$ cat src/wgb_regs.svh
// Constants for the write-back gather buffer
`ifndef WGB_REGS_SVH
`define WGB_REGS_SVH

`define WGB_ENTRIES 4
`define WGB_LINE_LSB 5
`define WGB_DW_MSB 4
`define WGB_DW_LSB 3
`define WGB_PTR_DW_MSB 2
`define WGB_PTR_DW_LSB 1
`define WGB_PTR_W 4
`define WGB_LINE_BITS 256
`define WGB_LINE_BE 32
`define WGB_BE_WORD_LO 8'h0F
`define WGB_BE_WORD_HI 8'hF0
`define WGB_BE_ALL 8'hFF
`define WGB_WORD_STEP 2'h1
`define WGB_DWORD_STEP 2'h2

`endif

$ cat src/wgb_pkg.sv
// Types shared by the write-back gather buffer modules
package wgb_pkg;

	// Kind of outbound write held by an entry
	typedef enum logic [2:0] {
		WGB_K_EVICT = 3'b000,
		WGB_K_WT = 3'b001,
		WGB_K_UNC = 3'b010,
		WGB_K_UCA = 3'b011,
		WGB_K_L2 = 3'b100
	} wgb_kind_t;

	// Entry life cycle
	typedef enum logic [1:0] {
		WGB_S_FREE = 2'b00,
		WGB_S_OPEN = 2'b01,
		WGB_S_FLUSHED = 2'b10
	} wgb_state_t;

	// Store size for gathered stores
	typedef enum logic {
		WGB_SZ_WORD = 1'b0,
		WGB_SZ_DWORD = 1'b1
	} wgb_size_t;

endpackage

$ cat src/wgb_entry_if.sv
// Control and status bundle between the buffer controller and one entry
`timescale 1ns/1ps
`include "wgb_regs.svh"

interface wgb_entry_if;
	logic alloc;
	wgb_pkg::wgb_kind_t alloc_kind;
	logic [31:0] alloc_addr;
	logic wr;
	logic [1:0] wr_dw;
	logic [7:0] wr_be;
	logic [63:0] wr_data;
	logic [1:0] wr_words;
	logic flush;
	logic free_now;
	wgb_pkg::wgb_state_t state;
	wgb_pkg::wgb_kind_t kind;
	logic [31:0] addr;
	logic [`WGB_LINE_BITS-1:0] data;
	logic [`WGB_LINE_BE-1:0] be;
	logic [`WGB_PTR_W-1:0] ptr;
	logic full;

	modport ctl (output alloc, alloc_kind, alloc_addr, wr, wr_dw, wr_be, wr_data, wr_words, flush, free_now,
		input state, kind, addr, data, be, ptr, full);
	modport ent (input alloc, alloc_kind, alloc_addr, wr, wr_dw, wr_be, wr_data, wr_words, flush, free_now,
		output state, kind, addr, data, be, ptr, full);
endinterface

$ cat src/wgb_top.sv
// Write-back gather buffer: outbound write queue between load/store pipeline and bus
`timescale 1ns/1ps
`include "wgb_regs.svh"

module wgb_top #(
	parameter int NUM_ENT = `WGB_ENTRIES, // Number of line entries
	parameter int IDX_W = $clog2(NUM_ENT) // Entry index width
) (
	input wire logic sys_clk_in,                          // Core clock, 200 MHz
	input wire logic rst_b_in,                            // Synchronous reset, active low
	input wire logic write_through_merge_enable_in,       // Allow write-through merging
	input wire logic st_valid_in,                         // Store request valid
	output logic st_ready_out,                            // Store request can be taken
	input wire wgb_pkg::wgb_kind_t st_kind_in,            // Kind of outbound write
	input wire wgb_pkg::wgb_size_t st_size_in,            // Word or doubleword (gathered)
	input wire logic [31:0] st_addr_in,                   // Byte address
	input wire logic [7:0] st_be_in,                      // Byte enables in the doubleword lane
	input wire logic [63:0] st_data_in,                   // Store data
	input wire logic ld_valid_in,                         // Read request valid
	output logic ld_ready_out,                            // Read request can be taken
	input wire logic [31:0] ld_addr_in,                   // Read address
	input wire logic sync_in,                             // Barrier executed, pulse
	input wire logic exception_in,                        // Exception taken, pulse
	input wire logic prefetch_flush_hint_in,              // Prefetch flush hint, pulse
	input wire logic [31:0] hint_addr_in,                 // Hint address
	output logic bus_valid_out,                           // Bus command valid
	input wire logic bus_ready_in,                        // Bus takes command
	output logic bus_write_out,                           // 1 write, 0 read
	output wgb_pkg::wgb_kind_t bus_kind_out,              // Kind of write
	output logic [31:0] bus_addr_out,                     // Command address
	output logic [`WGB_LINE_BITS-1:0] bus_data_out,       // Line data
	output logic [`WGB_LINE_BE-1:0] bus_be_out            // Line byte enables
);

	// --------------------------------------------------------------
	// Helpers
	// --------------------------------------------------------------
	function automatic logic same_line(input logic [31:0] a, input logic [31:0] b);
		return a[31:`WGB_LINE_LSB] == b[31:`WGB_LINE_LSB];
	endfunction

	// Lowest set bit of a vector
	function automatic logic [IDX_W-1:0] first_idx(input logic [NUM_ENT-1:0] v);
		logic [IDX_W-1:0] r;
		r = '0;
		for (int i = NUM_ENT - 1; i >= 0; i--) begin
			if (v[i]) begin
				r = IDX_W'(i);
			end
		end
		return r;
	endfunction

	// --------------------------------------------------------------
	// Entries
	// --------------------------------------------------------------
	wgb_pkg::wgb_state_t ent_state [NUM_ENT];
	wgb_pkg::wgb_kind_t ent_kind [NUM_ENT];
	logic [31:0] ent_addr [NUM_ENT];
	logic [`WGB_LINE_BITS-1:0] ent_data [NUM_ENT];
	logic [`WGB_LINE_BE-1:0] ent_be [NUM_ENT];
	logic [`WGB_PTR_W-1:0] ent_ptr [NUM_ENT];
	logic [NUM_ENT-1:0] ent_full;
	logic [NUM_ENT-1:0] alloc_v, wr_v, flush_v, free_v, st_flush;
	wgb_pkg::wgb_kind_t alloc_kind;
	logic [1:0] wr_dw, wr_words;
	logic [7:0] wr_be;
	logic [63:0] wr_data;

	genvar g;
	generate
		for (g = 0; g < NUM_ENT; g++) begin : g_ent
			wgb_entry_if eif();
			wgb_entry u_entry (
				.sys_clk_in(sys_clk_in),
				.rst_b_in(rst_b_in),
				.eif(eif.ent)
			);
			// Strobes per entry, write fields broadcast
			assign eif.alloc = alloc_v[g];
			assign eif.alloc_kind = alloc_kind;
			assign eif.alloc_addr = st_addr_in;
			assign eif.wr = wr_v[g];
			assign eif.wr_dw = wr_dw;
			assign eif.wr_be = wr_be;
			assign eif.wr_data = wr_data;
			assign eif.wr_words = wr_words;
			assign eif.flush = flush_v[g];
			assign eif.free_now = free_v[g];
			assign ent_state[g] = eif.state;
			assign ent_kind[g] = eif.kind;
			assign ent_addr[g] = eif.addr;
			assign ent_data[g] = eif.data;
			assign ent_be[g] = eif.be;
			assign ent_ptr[g] = eif.ptr;
			assign ent_full[g] = eif.full;
		end
	endgenerate

	// --------------------------------------------------------------
	// State declarations
	// --------------------------------------------------------------
	logic [NUM_ENT-1:0] want_q, want_d;
	logic rd_pend_q, rd_pend_d;
	logic [31:0] rd_addr_q, rd_addr_d;
	logic st_ready_q, st_ready_d;
	logic ld_ready_q, ld_ready_d;
	logic [IDX_W-1:0] ord_q [NUM_ENT];
	logic [IDX_W-1:0] ord_d [NUM_ENT];
	logic [IDX_W:0] ord_cnt_q, ord_cnt_d;
	logic bus_valid_q, bus_valid_d, bus_write_q, bus_write_d;
	wgb_pkg::wgb_kind_t bus_kind_q, bus_kind_d;
	logic [31:0] bus_addr_q, bus_addr_d;
	logic [`WGB_LINE_BITS-1:0] bus_data_q, bus_data_d;
	logic [`WGB_LINE_BE-1:0] bus_be_q, bus_be_d;
	logic [IDX_W-1:0] bus_idx_q, bus_idx_d;
	logic [NUM_ENT-1:0] open_v, free_cur, wt_live, wt_same, uca_live, uca_same, ev_same;
	logic [`WGB_PTR_W-1:0] uca_ptr, gptr;
	logic rd_block, st_take, ld_take, new_ent, imm, rd_issue, bus_pop;
	logic [IDX_W-1:0] free_idx, hd;

	assign st_take = st_valid_in && st_ready_q;
	assign ld_take = ld_valid_in && ld_ready_q;
	assign free_idx = first_idx(free_cur);

	// --------------------------------------------------------------
	// Entry lookup
	// --------------------------------------------------------------
	// A full or flush-pending entry takes no more merges
	always_comb begin
		open_v = '0;
		free_cur = '0;
		wt_live = '0;
		wt_same = '0;
		uca_live = '0;
		uca_same = '0;
		ev_same = '0;
		uca_ptr = '0;
		rd_block = 1'b0;
		for (int i = 0; i < NUM_ENT; i++) begin
			open_v[i] = ent_state[i] == wgb_pkg::WGB_S_OPEN;
			free_cur[i] = ent_state[i] == wgb_pkg::WGB_S_FREE;
			// Any held write to the read's line goes to the bus first
			if (!free_cur[i] && same_line(ent_addr[i], rd_addr_q)) begin
				rd_block = 1'b1;
			end
			if (open_v[i] && !want_q[i] && !ent_full[i]) begin
				if (ent_kind[i] == wgb_pkg::WGB_K_WT) begin
					wt_live[i] = 1'b1;
					wt_same[i] = same_line(ent_addr[i], st_addr_in);
				end
				if (ent_kind[i] == wgb_pkg::WGB_K_UCA) begin
					uca_live[i] = 1'b1;
					uca_same[i] = same_line(ent_addr[i], st_addr_in);
					if (uca_same[i]) begin
						uca_ptr = ent_ptr[i];
					end
				end
				if (ent_kind[i] == wgb_pkg::WGB_K_EVICT) begin
					ev_same[i] = same_line(ent_addr[i], st_addr_in);
				end
			end
		end
	end

	// --------------------------------------------------------------
	// Store decode
	// --------------------------------------------------------------
	always_comb begin
		alloc_v = '0;
		wr_v = '0;
		st_flush = '0;
		new_ent = 1'b0;
		imm = 1'b0;
		gptr = '0;
		alloc_kind = st_kind_in;
		wr_dw = st_addr_in[`WGB_DW_MSB:`WGB_DW_LSB];
		wr_be = st_be_in;
		wr_data = st_data_in;
		wr_words = '0;
		if (st_take) begin
			case (st_kind_in)
				wgb_pkg::WGB_K_EVICT: begin
					if (|ev_same) begin
						wr_v = ev_same;
					end else begin
						new_ent = 1'b1;
					end
				end
				wgb_pkg::WGB_K_WT: begin
					if (write_through_merge_enable_in && |wt_same) begin
						wr_v = wt_same;
					end else begin
						st_flush = wt_live;
						new_ent = 1'b1;
						imm = !write_through_merge_enable_in;
					end
				end
				wgb_pkg::WGB_K_UCA: begin
					// A doubleword may not sit at an odd word position
					if (|uca_same && !(st_size_in == wgb_pkg::WGB_SZ_DWORD && uca_ptr[0])) begin
						wr_v = uca_same;
						gptr = uca_ptr;
					end else begin
						st_flush = uca_live;
						new_ent = 1'b1;
						if (st_addr_in[`WGB_LINE_LSB-1:0] != '0 || |uca_same) begin
							alloc_kind = wgb_pkg::WGB_K_UNC;
							imm = 1'b1;
						end
					end
					// Gathered stores fill by position, not by address
					if (alloc_kind == wgb_pkg::WGB_K_UCA) begin
						wr_dw = gptr[`WGB_PTR_DW_MSB:`WGB_PTR_DW_LSB];
						if (st_size_in == wgb_pkg::WGB_SZ_WORD) begin
							wr_be = gptr[0] ? `WGB_BE_WORD_HI : `WGB_BE_WORD_LO;
							wr_data = {st_data_in[31:0], st_data_in[31:0]};
							wr_words = `WGB_WORD_STEP;
						end else begin
							wr_be = `WGB_BE_ALL;
							wr_words = `WGB_DWORD_STEP;
						end
					end
				end
				default: begin
					new_ent = 1'b1;
					imm = 1'b1;
				end
			endcase
			if (new_ent) begin
				alloc_v[free_idx] = 1'b1;
				wr_v[free_idx] = 1'b1;
				st_flush[free_idx] = imm;
			end
		end
	end

	// --------------------------------------------------------------
	// Flush selection, order queue, read slot
	// --------------------------------------------------------------
	// Flush wishes are sticky; one entry flushes per cycle so the order queue never races
	always_comb begin
		logic [NUM_ENT-1:0] free_next;
		free_next = '0;
		want_d = want_q | st_flush;
		flush_v = '0;
		ord_d = ord_q;
		ord_cnt_d = ord_cnt_q;
		rd_pend_d = rd_pend_q;
		rd_addr_d = rd_addr_q;
		for (int i = 0; i < NUM_ENT; i++) begin
			if (open_v[i]) begin
				if (rd_pend_q && same_line(ent_addr[i], rd_addr_q) &&
					(ent_kind[i] == wgb_pkg::WGB_K_WT || ent_kind[i] == wgb_pkg::WGB_K_UCA)) begin
					want_d[i] = 1'b1;
				end
				if (ent_kind[i] == wgb_pkg::WGB_K_UCA && (sync_in || exception_in)) begin
					want_d[i] = 1'b1;
				end
				if (ent_kind[i] == wgb_pkg::WGB_K_UCA && prefetch_flush_hint_in &&
					same_line(ent_addr[i], hint_addr_in)) begin
					want_d[i] = 1'b1;
				end
				if (ent_full[i]) begin
					want_d[i] = 1'b1;
				end
			end
		end
		if (bus_pop) begin
			for (int k = 0; k < NUM_ENT - 1; k++) begin
				ord_d[k] = ord_q[k + 1];
			end
			ord_cnt_d = ord_cnt_q - (IDX_W+1)'(1);
		end
		if (|(want_q & open_v)) begin
			flush_v[first_idx(want_q & open_v)] = 1'b1;
			ord_d[ord_cnt_d[IDX_W-1:0]] = first_idx(want_q & open_v);
			ord_cnt_d = ord_cnt_d + (IDX_W+1)'(1);
		end
		want_d = want_d & ~flush_v;
		if (ld_take) begin
			rd_pend_d = 1'b1;
			rd_addr_d = ld_addr_in;
		end
		if (rd_issue) begin
			rd_pend_d = 1'b0;
		end
		for (int i = 0; i < NUM_ENT; i++) begin
			free_next[i] = (free_cur[i] && !alloc_v[i]) || free_v[i];
		end
		st_ready_d = |free_next;
		ld_ready_d = !rd_pend_d;
	end

	always_ff @(posedge sys_clk_in) begin
		if (!rst_b_in) begin
			want_q <= '0;
			rd_pend_q <= 1'b0;
			rd_addr_q <= '0;
			st_ready_q <= 1'b0;
			ld_ready_q <= 1'b0;
			ord_q <= '{default: '0};
			ord_cnt_q <= '0;
		end else begin
			want_q <= want_d;
			rd_pend_q <= rd_pend_d;
			rd_addr_q <= rd_addr_d;
			st_ready_q <= st_ready_d;
			ld_ready_q <= ld_ready_d;
			ord_q <= ord_d;
			ord_cnt_q <= ord_cnt_d;
		end
	end

	// --------------------------------------------------------------
	// Bus command register
	// --------------------------------------------------------------
	// Unrelated reads may overtake queued writes; reads carry no buffered data
	always_comb begin
		bus_valid_d = bus_valid_q;
		bus_write_d = bus_write_q;
		bus_kind_d = bus_kind_q;
		bus_addr_d = bus_addr_q;
		bus_data_d = bus_data_q;
		bus_be_d = bus_be_q;
		bus_idx_d = bus_idx_q;
		rd_issue = 1'b0;
		bus_pop = 1'b0;
		free_v = '0;
		hd = ord_q[0];
		if (bus_valid_q && bus_ready_in && bus_write_q) begin
			free_v[bus_idx_q] = 1'b1;
		end
		if (!bus_valid_q || bus_ready_in) begin
			bus_valid_d = 1'b0;
			if (rd_pend_q && !rd_block) begin
				bus_valid_d = 1'b1;
				bus_write_d = 1'b0;
				bus_kind_d = wgb_pkg::WGB_K_UNC;
				bus_addr_d = rd_addr_q;
				bus_data_d = '0;
				bus_be_d = '0;
				rd_issue = 1'b1;
			end else if (ord_cnt_q != '0) begin
				bus_valid_d = 1'b1;
				bus_write_d = 1'b1;
				bus_kind_d = ent_kind[hd];
				bus_addr_d = ent_addr[hd];
				if (ent_kind[hd] == wgb_pkg::WGB_K_EVICT || ent_kind[hd] == wgb_pkg::WGB_K_WT) begin
					bus_addr_d = {ent_addr[hd][31:`WGB_LINE_LSB], {`WGB_LINE_LSB{1'b0}}};
				end
				bus_data_d = ent_data[hd];
				bus_be_d = ent_be[hd];
				bus_idx_d = hd;
				bus_pop = 1'b1;
			end
		end
	end

	always_ff @(posedge sys_clk_in) begin
		if (!rst_b_in) begin
			bus_valid_q <= 1'b0;
			bus_write_q <= 1'b0;
			bus_kind_q <= wgb_pkg::WGB_K_EVICT;
			bus_addr_q <= '0;
			bus_data_q <= '0;
			bus_be_q <= '0;
			bus_idx_q <= '0;
		end else begin
			bus_valid_q <= bus_valid_d;
			bus_write_q <= bus_write_d;
			bus_kind_q <= bus_kind_d;
			bus_addr_q <= bus_addr_d;
			bus_data_q <= bus_data_d;
			bus_be_q <= bus_be_d;
			bus_idx_q <= bus_idx_d;
		end
	end

	// Outputs straight from flip-flops
	assign st_ready_out = st_ready_q;
	assign ld_ready_out = ld_ready_q;
	assign bus_valid_out = bus_valid_q;
	assign bus_write_out = bus_write_q;
	assign bus_kind_out = bus_kind_q;
	assign bus_addr_out = bus_addr_q;
	assign bus_data_out = bus_data_q;
	assign bus_be_out = bus_be_q;

endmodule

$ cat src/wgb_entry.sv
// One line-sized entry of the write-back gather buffer
`timescale 1ns/1ps
`include "wgb_regs.svh"

module wgb_entry (
	input wire logic sys_clk_in, // Core clock
	input wire logic rst_b_in,   // Synchronous reset, active low
	wgb_entry_if.ent eif         // Controller side
);

	wgb_pkg::wgb_state_t state_q, state_d;
	wgb_pkg::wgb_kind_t kind_q, kind_d;
	logic [31:0] addr_q, addr_d;
	logic [`WGB_LINE_BITS-1:0] data_q, data_d;
	logic [`WGB_LINE_BE-1:0] be_q, be_d;
	logic [`WGB_PTR_W-1:0] ptr_q, ptr_d;

	// --------------------------------------------------------------
	// Next state and byte merge
	// --------------------------------------------------------------
	always_comb begin
		logic [4:0] byte_ix;
		byte_ix = '0;
		state_d = state_q;
		kind_d = kind_q;
		addr_d = addr_q;
		data_d = data_q;
		be_d = be_q;
		ptr_d = ptr_q;
		case (state_q)
			wgb_pkg::WGB_S_FREE: begin
				if (eif.alloc) begin
					state_d = wgb_pkg::WGB_S_OPEN;
					kind_d = eif.alloc_kind;
					addr_d = eif.alloc_addr;
					data_d = '0;
					be_d = '0;
					ptr_d = '0;
				end
			end
			wgb_pkg::WGB_S_OPEN: begin
				if (eif.flush) begin
					state_d = wgb_pkg::WGB_S_FLUSHED;
				end
			end
			wgb_pkg::WGB_S_FLUSHED: begin
				// Frozen until the bus has taken the data
				if (eif.free_now) begin
					state_d = wgb_pkg::WGB_S_FREE;
				end
			end
			default: begin
				state_d = wgb_pkg::WGB_S_FREE;
			end
		endcase
		// Writes land on the entry being loaded or still open
		if (eif.wr && (eif.alloc || state_q == wgb_pkg::WGB_S_OPEN)) begin
			for (int b = 0; b < 8; b++) begin
				byte_ix = {eif.wr_dw, 3'(b)};
				if (eif.wr_be[b]) begin
					data_d[{byte_ix, 3'h0} +: 8] = eif.wr_data[b*8 +: 8];
					be_d[byte_ix] = 1'b1;
				end
			end
			ptr_d = ptr_d + {2'h0, eif.wr_words};
		end
	end

	// Registers only
	always_ff @(posedge sys_clk_in) begin
		if (!rst_b_in) begin
			state_q <= wgb_pkg::WGB_S_FREE;
			kind_q <= wgb_pkg::WGB_K_EVICT;
			addr_q <= '0;
			data_q <= '0;
			be_q <= '0;
			ptr_q <= '0;
		end else begin
			state_q <= state_d;
			kind_q <= kind_d;
			addr_q <= addr_d;
			data_q <= data_d;
			be_q <= be_d;
			ptr_q <= ptr_d;
		end
	end

	// Status back to the controller
	assign eif.state = state_q;
	assign eif.kind = kind_q;
	assign eif.addr = addr_q;
	assign eif.data = data_q;
	assign eif.be = be_q;
	assign eif.ptr = ptr_q;
	assign eif.full = &be_q;

endmodule

$ cat config.mk
export PLATFORM = sky130hd
export DESIGN_NAME = wgb_top
export DESIGN_NICKNAME = d
export VERILOG_FILES = /design/src/wgb_pkg.sv /design/src/wgb_entry_if.sv /design/src/wgb_top.sv /design/src/wgb_entry.sv
export VERILOG_INCLUDE_DIRS = /design/src
export SDC_FILE = /design/constraint.sdc
export NUM_CORES = 2
export LEC_CHECK = 0
export BUFFER_PORTS_ARGS = -buffer_cell sky130_fd_sc_hd__buf_2
export CAP_MARGIN = 25
export CORE_MARGIN = 2
export CORE_UTILIZATION = 45
export CTS_BUF_LIST = sky130_fd_sc_hd__clkbuf_4 sky130_fd_sc_hd__clkbuf_8 sky130_fd_sc_hd__clkbuf_16
export DETAILED_ROUTE_END_ITERATION = 12
export SYNTH_ARGS = -nofsm -noshare
export SYNTH_HDL_FRONTEND = slang
export SYNTH_SLANG_ARGS = --single-unit
$ cat constraint.sdc
create_clock -name sys_clk_in -period 6.6 [get_ports sys_clk_in]
set_clock_uncertainty 0.1 [all_clocks]
set_input_delay 0.33 -clock sys_clk_in [delete_from_list [all_inputs] [get_ports sys_clk_in]]
set_output_delay 0.33 -clock sys_clk_in [all_outputs]
set_load 0.03 [all_outputs]
==> impl_metrics.yaml <==
run_status:
  status: "complete, no violations"
detailed_routing:
  vias: 59100
  remaining_drc_errors: 0
  ant_nets: 0
  post_drt_wl_per_cell_um: 29.7
  drtIter0Drc: 6740
  via_per_inst: 6.39
  drtPass1Iterations: 8
  drt_wl_total_um: 275000
layout:
  nets: 7238
  area_growth_syn_to_layout_pct: 17.3
  fillers: 13900
  final_util_pct: 53.1
  layout_commonest_cell: "dfxtp_1"
  instances_no_fill: 9258
  final_layout_size_suffix_gt1_share_pct: 20.1
  final_cell_mix: "dfxtp_1, nand2_1, a22o_1, buf_2, nor2_1"
  fin_area_mm2: 0.0828
placement:
  placed_area_mm2: 0.0753
  dp_cells: 8786
  gp_congestion: 1.01
  hpwl_um: 192000
  post-place-ws_ns: 0.388
  portBuffers: 502
global_routing:
  grt_use_total_pct: 33.4
  grt_pass1_vias: 56500
  antenna_found_initial: 34
  grt_start_max_net_pins: 221
  overflow: 0
  grt_pass1_wl_um: 396000
yosys:
  syn-num-nets: 6764
  synth-edff-count: 0
  yosysWarnings: 0
  ys_types: 91
  ys_seq_area_share_pct: 47.9
  synth_ff_type: "dfxtp_1"
  synth-seq-cells: 1689
  synth.avg_cell_area_um2: 10.8
  synthArstFlopShare_pct: 0
  synthCells: 6564
  netlist_area_mm2: 0.0706
setup_path:
  end_kind: "flip-flop"
  crit_type: "reg2reg"
  slowest_stage: "nor2_1"
  critPathMaxStageDelay_ns: 0.79
  startpoint_type: "flip-flop"
  worstPathRequired_ns: 7.21
  reg2reg_from: "g_ent[0].u_entry.eif.addr[22]"
  crit_top_cell: "a21oi_1"
  startpoint: "g_ent[0].u_entry.eif.addr[22]"
  path_cells: "xor2_1, nor4_2, nand4_1, or4_1, o221ai_1, a21oi_1, o21ai_1, a21oi_1, inv_2, ha_1, nand2_2, nor2_1, a21oi_1, a22o_1"
  r2r_cells: 14
  crit_arrival_ns: 6.95
  worst-path-max-fanout: 12
clock_network:
  cts_hold_buf: 123
  cts_root_buffer: "clkbuf_16"
  cts-resized-gates: 0
  clk_pin_slew_worst_paths_ns: 0.06
  cts_tree: "yes"
  post-cts-setup-buffers: 0
  worst_skew_pair.late_latency_ns: 0.83
  cts_max_level: 4
  cts_made_buffers: 178
  clockBufferDepth: 3
  cts_sinks: 1689
timing:
  final_hold_viol_count: 0
  maxSlewHeadroom_pct: 22.8
  finalWorstSetupSlack_ns: 0.254
  fin_crit_ns: 6.35
  finalCritPeriodShare_pct: 96.1
  tns_ns: 0
  fmax_mhz: 158
  tightest_slew_ns: 1.16
  maxSlewViolCount: 0
  setup_viol: 0
  rsz0062_at_grt: "false"
pwr:
  leakagePower_uw: 0.0308
  pwr_density_cell_mw_per_mm2: 295
  peakVddDrop_uv: 301
floorplanning:
  initial_core_util_pct: 45.3
  die_area_mm2: 0.160
  std_cell_rows: 145
  die-height_um: 400
  die_width_um: 400
  fp.coreArea_mm2: 0.156
  boundaryPins: 508
worst_hold_path:
  hold_start: "st_data_in[24]"
  hold_class: "in2reg"
  worstHoldPathCells: 3
run:
  cap_violations: 0
[cells by family (layout without fill, tap and decap cells)]
group,after synthesis,count (layout),synth area share (%)
buffers and inverters,562,1176,3.37
DFF,1689,1689,47.9
muxes,498,498,12.8
other,0,22,0
and+or+nand+nor,1647,1647,11.4
AOI/OAI and AO/OA,1822,1822,20.1
adders and majority gates,19,19,0.379
xor gates and xnor gates,327,327,4.06
[sequential cells by signal, indices dropped and copies added, names as in the netlist, 2 cells and up, named ones only]
name and flops:
hd 2, bus_addr_out 32, bus_be_out 32, bus_kind_out 3
g_ent.u_entry.eif.ptr 12, rd_addr_q 32, ord_q 4, want_q 4
g_ent.u_entry.eif.addr 128, g_ent.u_entry.eif.state 8, bus_idx_q 2, ord_cnt_q 3
bus_data_out 256, g_ent.u_entry.eif.data 1024, g_ent.u_entry.eif.be 128, g_ent.u_entry.eif.kind 12
[path summary, 6_finish.rpt]
check | end | slack [ns]
setup / recovery | g_ent[2].u_entry.eif.data[224] | 0.25
hold / removal | g_ent[3].u_entry.eif.data[88] | 0.03
setup reg to reg | g_ent[2].u_entry.eif.data[224] | 0.25
hold reg to reg | bus_data_out[2] | 0.35
[cell usage after synthesis, types with 55 or more instances]
cell	count	area, um2
a21oi_1	362	1810
o2bb2ai_1	272	2380
mux2i_1	172	1720
buf_2	128	641
xor2_1	167	1460
and2_1	60	375
clkbuf_1	351	1320
a22o_1	578	5060
a32o_1	207	2070
o21ai_0	62	310
nand4_1	83	519
nor2_1	501	1880
a22oi_1	185	1390
nand3b_1	143	1070
nand2_1	598	2240
mux4_2	323	7270
xnor2_1	160	1400
dfxtp_1	1689	33800
nor4_1	55	344
[where the power goes]
part | internal, uW | switching [uW]
clock network | 6100 | 4350
logic | 822 | 2620
registers | 10400 | 146
[layout make-up]
type                            instances  area, um2  share of cell area, %
Antenna cell                           22       55.1                 0.0665
Timing Repair Buffer                  827       5510                   6.66
Sequential cell                      1689      33800                   40.8
Clock buffer                          267       5380                   6.50
Multi-Input combinational cell       4313      34600                   41.8
Tap cell                             2058       2570                   3.11
Inverter                               29        116                  0.141
Clock inverter                         53        738                  0.891
[per-layer routing]
metal	GRT usage, %	vias to the layer above	share of wire [%]
met5	0	-	0.060
met4	14.3	26	4.6
met3	8.19	643	10
met2	50.2	3102	44
met1	45.8	29600	41
li1	-	25700	-
[per-stage QoR]
step	total power, uW	hold WS [ns]
after floorplan	12700	0.327
after global placement	14000	0.339
after detailed placement	14100	0.342
after CTS	24500	0.00163
after global routing	25100	0.0227
final	24400	0.0315
[critical path, delay by kind of cell, from the launching register on]
| family | cells | cell delay (ns) |
|---|---|---|
| buffers and inverters | 1 | 0.20 |
| adders and majority gates | 1 | 0.45 |
| DFF | 1 | 0.47 |
| and+or+nand+nor | 5 | 2.77 |
| xor gates and xnor gates | 1 | 0.19 |
| AOI/OAI and AO/OA | 6 | 2.05 |
Note: power is estimated with default switching activity, not from simulation.
